### config.mk
export PLATFORM = sky130hd
export DESIGN_NAME = pps_pipe_status
export DESIGN_NICKNAME = d
export VERILOG_FILES = /design/src/include/pps_pkg.sv /design/src/include/pps_idle_if.sv /design/src/logic/pps_idle_infer.sv /design/src/logic/pps_pipe_status.sv
export SDC_FILE = /design/constraint.sdc
export NUM_CORES = 1
export LEC_CHECK = 0
export BUFFER_PORTS_ARGS = -buffer_cell sky130_fd_sc_hd__buf_2
export CORE_MARGIN = 2
export CORE_UTILIZATION = 43
export CTS_CLUSTER_SIZE = 14
export DETAILED_ROUTE_END_ITERATION = 10
export GPL_ROUTABILITY_DRIVEN = 0
export GPL_TIMING_DRIVEN = 1
export PLACE_DENSITY = 0.8
export SYNTH_ARGS = -nofsm -noshare
export SYNTH_HDL_FRONTEND = slang
export SYNTH_HIERARCHICAL = 1
export SYNTH_SLANG_ARGS = --single-unit
### constraint.sdc
create_clock -name clk -period 3.05 [get_ports clk]
set_clock_uncertainty 0.05 [all_clocks]
set_input_delay 0.305 -clock clk [delete_from_list [all_inputs] [get_ports clk]]
set_output_delay 0.305 -clock clk [all_outputs]
set_load 0.05 [all_outputs]
### src/include/pps_pkg.sv
`default_nettype none
package pps_pkg;

  // ************************************************************
  // Receive status codes
  // ************************************************************
  localparam logic [2:0] ST_OK      = 3'h0;
  localparam logic [2:0] ST_SKP_ADD = 3'h1;
  localparam logic [2:0] ST_SKP_DEL = 3'h2;
  localparam logic [2:0] ST_RXDET   = 3'h3;
  localparam logic [2:0] ST_DEC_ERR = 3'h4;
  localparam logic [2:0] ST_OVFL    = 3'h5;
  localparam logic [2:0] ST_UNFL    = 3'h6;
  localparam logic [2:0] ST_DISP    = 3'h7;

  // ************************************************************
  // Idle inference selector values
  // ************************************************************
  localparam logic [2:0] SEL_NORMAL    = 3'h4;
  localparam logic [2:0] SEL_RCV_CFG   = 3'h5;
  localparam logic [2:0] SEL_SPD_FAIL  = 3'h6;
  localparam logic [2:0] SEL_LOOPBACK  = 3'h7;

  // ************************************************************
  // Timing
  // ************************************************************
  localparam int CLK_PERIOD_PS  = 5000;
  localparam int UI_PS          = 400;
  localparam int TS_WINDOW_UI   = 1280;
  localparam int EXIT_WINDOW_UI = 2000;
  localparam int LONG_WINDOW_US = 128;
  localparam int FR_MIN_NS      = 16;
  localparam int FR_MAX_NS      = 4000;
  localparam int CNT_W          = 15;
  localparam int FR_CNT_W       = 10;
  // Windows are longest times: round down
  localparam logic [CNT_W-1:0] TS_WINDOW_CYC =
    CNT_W'((TS_WINDOW_UI * UI_PS) / CLK_PERIOD_PS);
  localparam logic [CNT_W-1:0] EXIT_WINDOW_CYC =
    CNT_W'((EXIT_WINDOW_UI * UI_PS) / CLK_PERIOD_PS);
  localparam int LONG_WINDOW_CYC = (LONG_WINDOW_US * 1000000) / CLK_PERIOD_PS;
  // Settle is a least time: round up
  localparam logic [FR_CNT_W-1:0] FR_SETTLE_CYC =
    FR_CNT_W'((FR_MIN_NS * 1000 + CLK_PERIOD_PS - 1) / CLK_PERIOD_PS);
  localparam logic [FR_CNT_W-1:0] FR_MAX_CYC =
    FR_CNT_W'((FR_MAX_NS * 1000) / CLK_PERIOD_PS);

  // ************************************************************
  // Registers
  // ************************************************************
  localparam logic [3:0] REG_CTRL     = 4'h0;
  localparam logic [3:0] REG_STAT     = 4'h1;
  localparam int         CTRL_FR_BIT  = 0;
  localparam int         CTRL_EII_BIT = 1;
  localparam logic [7:0] CTRL_RST     = 8'h00;
  localparam int         STAT_REF_BIT  = 3;
  localparam int         STAT_DATA_BIT = 4;
  localparam int         STAT_IDLE_BIT = 5;
  localparam int         STAT_EIOS_BIT = 6;

  typedef enum logic [1:0] {FR_DATA, FR_REF, FR_SETTLE} pps_fr_state_t;

endpackage : pps_pkg
`default_nettype wire

### src/include/pps_idle_if.sv
`default_nettype none
interface pps_idle_if;
  logic       enable;
  logic [2:0] sel;
  logic       fc_skp_seen;
  logic       ts_seen;
  logic       sig_present;
  logic       eios_idle;
  logic       idle;

  modport infer (input enable, sel, fc_skp_seen, ts_seen, sig_present, eios_idle,
                 output idle);
  modport ctrl  (output enable, sel, fc_skp_seen, ts_seen, sig_present, eios_idle,
                 input idle);
endinterface : pps_idle_if
`default_nettype wire

### src/logic/pps_idle_infer.sv
`default_nettype none
module pps_idle_infer #(
  parameter int LONG_CYC = pps_pkg::LONG_WINDOW_CYC
) (
  input  wire logic   clk,
  input  wire logic   rst,
  pps_idle_if.infer   ii
);

  localparam logic [pps_pkg::CNT_W-1:0] LONG_LIM = pps_pkg::CNT_W'(LONG_CYC);

  logic [pps_pkg::CNT_W-1:0] cnt_q;
  logic [pps_pkg::CNT_W-1:0] limit;
  logic [2:0]                sel_q;
  logic                      hit;
  logic                      idle_q;

  // ************************************************************
  // Window selection
  // ************************************************************
  // Exit is the analog signal-present level; exit ordered sets are not looked at
  always_comb
  begin
    hit   = 1'b0;
    limit = LONG_LIM;
    case (ii.sel)
      pps_pkg::SEL_NORMAL:
      begin
        hit   = ii.fc_skp_seen;
        limit = LONG_LIM;
      end
      pps_pkg::SEL_RCV_CFG:
      begin
        hit   = ii.ts_seen;
        limit = pps_pkg::TS_WINDOW_CYC;
      end
      pps_pkg::SEL_SPD_FAIL:
      begin
        hit   = ii.sig_present;
        limit = pps_pkg::EXIT_WINDOW_CYC;
      end
      pps_pkg::SEL_LOOPBACK:
      begin
        hit   = ii.sig_present;
        limit = LONG_LIM;
      end
      default:
      begin
        hit   = 1'b0;
        limit = LONG_LIM;
      end
    endcase
  end

  always_ff @(posedge clk)
  begin
    if (rst)
      sel_q <= 3'h0;
    else
      sel_q <= ii.sel;
  end

  // Counter restarts when the substate changes, so a stale window never fires
  always_ff @(posedge clk)
  begin
    if (rst || !ii.enable || !ii.sel[2] || hit || ii.sel != sel_q)
      cnt_q <= '0;
    else if (cnt_q != limit)
      cnt_q <= cnt_q + 1'b1;
  end

  always_ff @(posedge clk)
  begin
    if (rst)
      idle_q <= 1'b0;
    else if (!ii.enable)
      idle_q <= !ii.sig_present;
    else if (!ii.sel[2])
      idle_q <= ii.eios_idle;
    else
      idle_q <= !hit && ii.sel == sel_q && cnt_q == limit;
  end

  assign ii.idle = idle_q;
endmodule : pps_idle_infer
`default_nettype wire

### src/logic/pps_pipe_status.sv
`default_nettype none
module pps_pipe_status #(
  parameter int LONG_CYC = pps_pkg::LONG_WINDOW_CYC,
  parameter bit WIDTH16  = 1'b1
) (
  input  wire logic        clk,
  input  wire logic        rst,
  input  wire logic [3:0]  reg_addr,
  input  wire logic [7:0]  reg_wdata,
  input  wire logic        reg_wr,
  input  wire logic        reg_rd,
  output var  logic [7:0]  reg_rdata_q,
  input  wire logic [15:0] tx_data_in,
  input  wire logic [1:0]  tx_datak_in,
  input  wire logic [1:0]  tx_force_disp_in,
  output var  logic [15:0] tx_data_q,
  output var  logic [1:0]  tx_datak_q,
  output var  logic [1:0]  tx_neg_disp_q,
  input  wire logic        dec_err,
  input  wire logic        rm_ovfl,
  input  wire logic        rm_unfl,
  input  wire logic        disp_err,
  input  wire logic        skp_add,
  input  wire logic        skp_del,
  input  wire logic        rxdet_done,
  input  wire logic        rxdet_found,
  output var  logic [2:0]  status_q,
  input  wire logic        eios_det,
  input  wire logic        nfts_det,
  input  wire logic        signal_present,
  input  wire logic        lock_reference_mode_in,
  input  wire logic        lock_data_mode_in,
  output var  logic        lock_reference_mode_q,
  output var  logic        lock_data_mode_q,
  input  wire logic [2:0]  idle_sel,
  input  wire logic        fc_skp_seen,
  input  wire logic        ts_seen,
  output var  logic        inferred_idle_q
);

  logic [7:0]                   ctrl_q;
  logic                         sigp_meta_q;
  logic                         sigp_q;
  logic                         eios_idle_q;
  pps_pkg::pps_fr_state_t       fr_state_q;
  logic [pps_pkg::FR_CNT_W-1:0] fr_cnt_q;
  logic [2:0]                   status_d;
  logic                         fr_en;
  logic                         eii_en;

  pps_idle_if ii ();

  assign fr_en  = ctrl_q[pps_pkg::CTRL_FR_BIT];
  assign eii_en = ctrl_q[pps_pkg::CTRL_EII_BIT];

  // ************************************************************
  // Register port
  // ************************************************************
  always_ff @(posedge clk)
  begin
    if (rst)
      ctrl_q <= pps_pkg::CTRL_RST;
    else if (reg_wr && reg_addr == pps_pkg::REG_CTRL)
      ctrl_q <= reg_wdata;
  end

  // Unmapped addresses read as zero
  always_ff @(posedge clk)
  begin
    if (rst || !reg_rd)
      reg_rdata_q <= 8'h00;
    else
      case (reg_addr)
        pps_pkg::REG_CTRL:
          reg_rdata_q <= ctrl_q;
        pps_pkg::REG_STAT:
          reg_rdata_q <= {1'b0, eios_idle_q, inferred_idle_q, lock_data_mode_q,
                          lock_reference_mode_q, status_q};
        default:
          reg_rdata_q <= 8'h00;
      endcase
  end

  // ************************************************************
  // Compliance disparity
  // ************************************************************
  // Upper lane force is ignored in 8-bit mode; the encoder sees only lane 0
  always_ff @(posedge clk)
  begin
    if (rst)
    begin
      tx_data_q     <= 16'h0000;
      tx_datak_q    <= 2'h0;
      tx_neg_disp_q <= 2'h0;
    end
    else
    begin
      tx_data_q     <= tx_data_in;
      tx_datak_q    <= tx_datak_in;
      tx_neg_disp_q <= {tx_force_disp_in[1] & WIDTH16, tx_force_disp_in[0]};
    end
  end

  // ************************************************************
  // Receive status
  // ************************************************************
  function automatic logic [2:0] encode_status(
    input logic dec, input logic ovf, input logic unf, input logic dsp,
    input logic add, input logic del, input logic det_done, input logic det_found);
    logic [2:0] code;
    code = pps_pkg::ST_OK;
    if (dec)
      code = pps_pkg::ST_DEC_ERR;
    else if (ovf)
      code = pps_pkg::ST_OVFL;
    else if (unf)
      code = pps_pkg::ST_UNFL;
    else if (dsp)
      code = pps_pkg::ST_DISP;
    else if (add)
      code = pps_pkg::ST_SKP_ADD;
    else if (del)
      code = pps_pkg::ST_SKP_DEL;
    else if (det_done && det_found)
      code = pps_pkg::ST_RXDET;
    if (3'(dec) + 3'(ovf) + 3'(unf) + 3'(dsp) >= 3'd2)
      code = pps_pkg::ST_DEC_ERR;
    return code;
  endfunction : encode_status

  assign status_d = encode_status(dec_err, rm_ovfl, rm_unfl, disp_err,
                                  skp_add, skp_del, rxdet_done, rxdet_found);

  always_ff @(posedge clk)
  begin
    if (rst)
      status_q <= pps_pkg::ST_OK;
    else
      status_q <= status_d;
  end

  // ************************************************************
  // Signal present synchroniser
  // ************************************************************
  // Reset as present: an absent reset level would fake idle after reset
  always_ff @(posedge clk)
  begin
    if (rst)
    begin
      sigp_meta_q <= 1'b1;
      sigp_q      <= 1'b1;
    end
    else
    begin
      sigp_meta_q <= signal_present;
      sigp_q      <= sigp_meta_q;
    end
  end

  // ************************************************************
  // Fast recovery
  // ************************************************************
  // Reference lock holds frequency while the line is idle, so data lock
  // after standby needs only phase: that is what keeps the 4 us budget
  always_ff @(posedge clk)
  begin
    if (rst || !fr_en)
    begin
      fr_state_q <= pps_pkg::FR_DATA;
      fr_cnt_q   <= '0;
    end
    else
      case (fr_state_q)
        pps_pkg::FR_DATA:
        begin
          fr_cnt_q <= '0;
          if (eios_det)
            fr_state_q <= pps_pkg::FR_REF;
        end
        pps_pkg::FR_REF:
        begin
          fr_cnt_q <= '0;
          if (sigp_q)
            fr_state_q <= pps_pkg::FR_SETTLE;
        end
        pps_pkg::FR_SETTLE:
        begin
          fr_cnt_q <= fr_cnt_q + 1'b1;
          if (!sigp_q)
            fr_state_q <= pps_pkg::FR_REF;
          else if ((nfts_det && fr_cnt_q >= pps_pkg::FR_SETTLE_CYC - 1'b1)
                   || fr_cnt_q == pps_pkg::FR_MAX_CYC - 1'b1)
            fr_state_q <= pps_pkg::FR_DATA;
        end
        default:
        begin
          fr_state_q <= pps_pkg::FR_DATA;
          fr_cnt_q   <= '0;
        end
      endcase
  end

  // Manual controls pass only while fast recovery is off
  always_ff @(posedge clk)
  begin
    if (rst)
    begin
      lock_reference_mode_q <= 1'b0;
      lock_data_mode_q      <= 1'b0;
    end
    else if (fr_en)
    begin
      lock_reference_mode_q <= fr_state_q != pps_pkg::FR_DATA;
      lock_data_mode_q      <= fr_state_q == pps_pkg::FR_DATA;
    end
    else
    begin
      lock_reference_mode_q <= lock_reference_mode_in;
      lock_data_mode_q      <= lock_data_mode_in;
    end
  end

  // EIOS seen wins over any clearing event in the same cycle
  always_ff @(posedge clk)
  begin
    if (rst)
      eios_idle_q <= 1'b0;
    else if (eios_det)
      eios_idle_q <= 1'b1;
    else if (nfts_det || ts_seen || fc_skp_seen)
      eios_idle_q <= 1'b0;
  end

  // ************************************************************
  // Idle inference
  // ************************************************************
  assign ii.enable      = eii_en;
  assign ii.sel         = idle_sel;
  assign ii.fc_skp_seen = fc_skp_seen;
  assign ii.ts_seen     = ts_seen;
  assign ii.sig_present = sigp_q;
  assign ii.eios_idle   = eios_idle_q;
  assign inferred_idle_q = ii.idle;

  pps_idle_infer #(
    .LONG_CYC (LONG_CYC)
  ) u_idle (
    .clk (clk),
    .rst (rst),
    .ii  (ii.infer)
  );
endmodule : pps_pipe_status
`default_nettype wire

==> metrics.cfg <==
[route]
antenna_left=0
post-route-drc-count=0
wl_per_cell_um=12.8
via_count=2505
routed_via_density=5.01
drtIter0Drc=122
drt-total-wl_mm=6.38
dr.pass1.iters=4

[cts]
cts_buffer_depth=2
clkTransAtPathRegs_ns=0.08
cts_setup_buffers=0
post_cts_resized=0
ctsRootBufferMaster=clkbuf_8
clk-insertion-delay-late_ns=0.35
cts_tree=done
cts.sinks=75
h-tree-depth=3
hold_buffers=0
numCtsBuffers=9

[setup_path]
critPathCaptureType=flop
cp.buffers_inverters=0
worst_setup_path_start_kind=flop
crit_type=flop to flop
slowest_stage=or4_4
cpPeakStageDelay_ns=0.56
cp.arrival_ns=1.95
worstPathCellList=or4_4 > nor4_4 > a2111oi_1 > a31oi_1 > o311ai_1
worstPathMaxFanout=5
cpLargestDelayFamily=simple AND/OR/NAND/NOR gates
cp_data_required_time_ns=3.22

[sta]
tns_ns=0
fin_crit_ns=1.78
relSlewSlack=0.533
fmax_ghz=0.563
setup_viol=0
rsz0062_at_grt=false
hold_violations=0
finalCritPeriodShare=0.582
final_max_slew_viol_count=0
worstMarginPinSlew_ns=0.700

[status]
status=finished, final reports clean

[floorplan]
ioPinCount=88
die_y_um=87.6
coreArea_mm2=0.00679
die_w_um=87.6
num_rows=30
die-area_mm2=0.00768
start_util=0.443

[synthesis]
synth_edf_count=0
syn-cell-area_mm2=0.00301
async_flop_share=0
ys_top_cells_by_count=dfxtp_1, nor2_1, nor2b_1
syn-num-nets=369
netlist_instances=312
synth_top_cell_by_area=dfxtp_1
yosysWarningCount=6
synthTopCellsByArea=dfxtp_1, nor2b_1, nor2_1, xnor2_1, nand4b_1
ys_ff_latch=75
postSynthAreaPerCell_um2=9.64
yosysUniqueCellTypes=56
seq_area_frac_synth=0.499
synth_ff_type=dfxtp_1
yosysTopAreaCellShare=0.499
yosysMostFrequentCell=dfxtp_1

[power_and_ir_drop]
powerDensity_mw_per_mm2=503
power_mw=1.86
p_leak_nw=1.48
ir_drop_v=0.000295

[global_route]
antenna_found_initial=0
grt_pass1_wl_mm=10.0
grt.total_usage=0.169
grt_pass1_vias=2276
grt-ovfl-total=0
grt_max_degree=50

[final_layout]
drive_above_1_share=0.285
area_growth_pct=22.8
finalNetCount=456
final_util=0.543
antennaDiodeCount=0

[hold_path]
hold_path.class=input port to flop

[placement]
io_buffers=87
place_hpwl_mm=4.63

[flow_run]
maxCapViolCount=0

==> metal layers <==
layer	routed length (um)	track usage
met3	281	0.0566
met2	3090	0.269
met5	0	0
met1	2880	0.203
met4	129	0.0881
==> report_power, final <==
part | leakage, nW | total (mW) | switching, mW | internal [mW]
combinational | 0.786 | 0.178 | 0.116 | 0.0627
clock | 0.0787 | 0.670 | 0.376 | 0.295
sequential | 0.612 | 1.01 | 0.00810 | 1.00
total | 1.48 | 1.86 | 0.499 | 1.36
==> sequential cells by signal, summed over array words and instances, names as in the netlist, 2 cells and up <==
register / cells
ctrl_q: 8
u_idle/cnt_q: 15
tx_data_q: 16
tx_datak_q: 2
fr_cnt_q: 10
u_idle/sel_q: 3
status_q: 3
reg_rdata_q: 8
fr_state_q: 2
tx_neg_disp_q: 2
==> worst paths after layout <==
kind	to	slack [ns]	startpoint	cells after the start
min	status_q[1]	0.08	rm_ovfl	2
max reg2reg	u_idle/cnt_q[2]	1.27	u_idle/cnt_q[3]	5
min reg2reg	ii.sig_present	0.37	sigp_meta_q	1
max	u_idle/cnt_q[2]	1.27	u_idle/cnt_q[3]	5
==> stage by stage <==
stage | instances | worst slack (ns) | hold WS (ns) | instance area [um^2]
2_1_floorplan | 312 | 1.35 | 0.327 | 3010
3_3_place_gp | 484 | 1.04 | 0.344 | 3520
3_5_place_dp | 484 | 1.00 | 0.349 | 3520
4_1_cts | 500 | 1.28 | 0.0679 | 3690
5_1_grt | 500 | 1.17 | 0.0644 | 3690
6_report | 500 | 1.27 | 0.0847 | 3690
==> final cells by class <==
type,count,area [um^2]
fillers,623,3100
flip-flops and latches,75,1500
multi-input cells,214,1410
repair buffers,89,450
clock buffers,10,128
well taps,96,120
clock inverters,6,41.3
inverters,10,37.5
==> layout by cell type, fill, tap and decap left out, types with 3 or more instances in the layout <==
cell / instances
nand4_1: 11
nand2_1: 7
nor2_1: 36
xnor2_1: 11
a22oi_1: 7
nand2b_1: 9
buf_2: 87
nor2b_1: 24
nand4b_1: 9
inv_1: 10
clkinvlp_4: 3
nor4b_1: 3
or4_1: 4
o21ai_0: 11
a21oi_1: 8
nand3b_1: 4
or3_1: 5
nand3_1: 10
nor3_1: 6
xor2_1: 6
clkbuf_8: 9
dfxtp_1: 75
and2b_1: 3
==> kinds of logic after synthesis <==
kind of cell               Yosys count  share of synthesized area
xor gates and xnor gates            17                     0.0495
and+or+nand+nor                    149                      0.296
adders and majority gates            3                     0.0150
buffers and inverters               23                     0.0329
muxes                                3                     0.0141
AOI/OAI and AO/OA                   42                     0.0936
DFF                                 75                      0.499
Note: power is estimated with default switching activity, not from simulation.
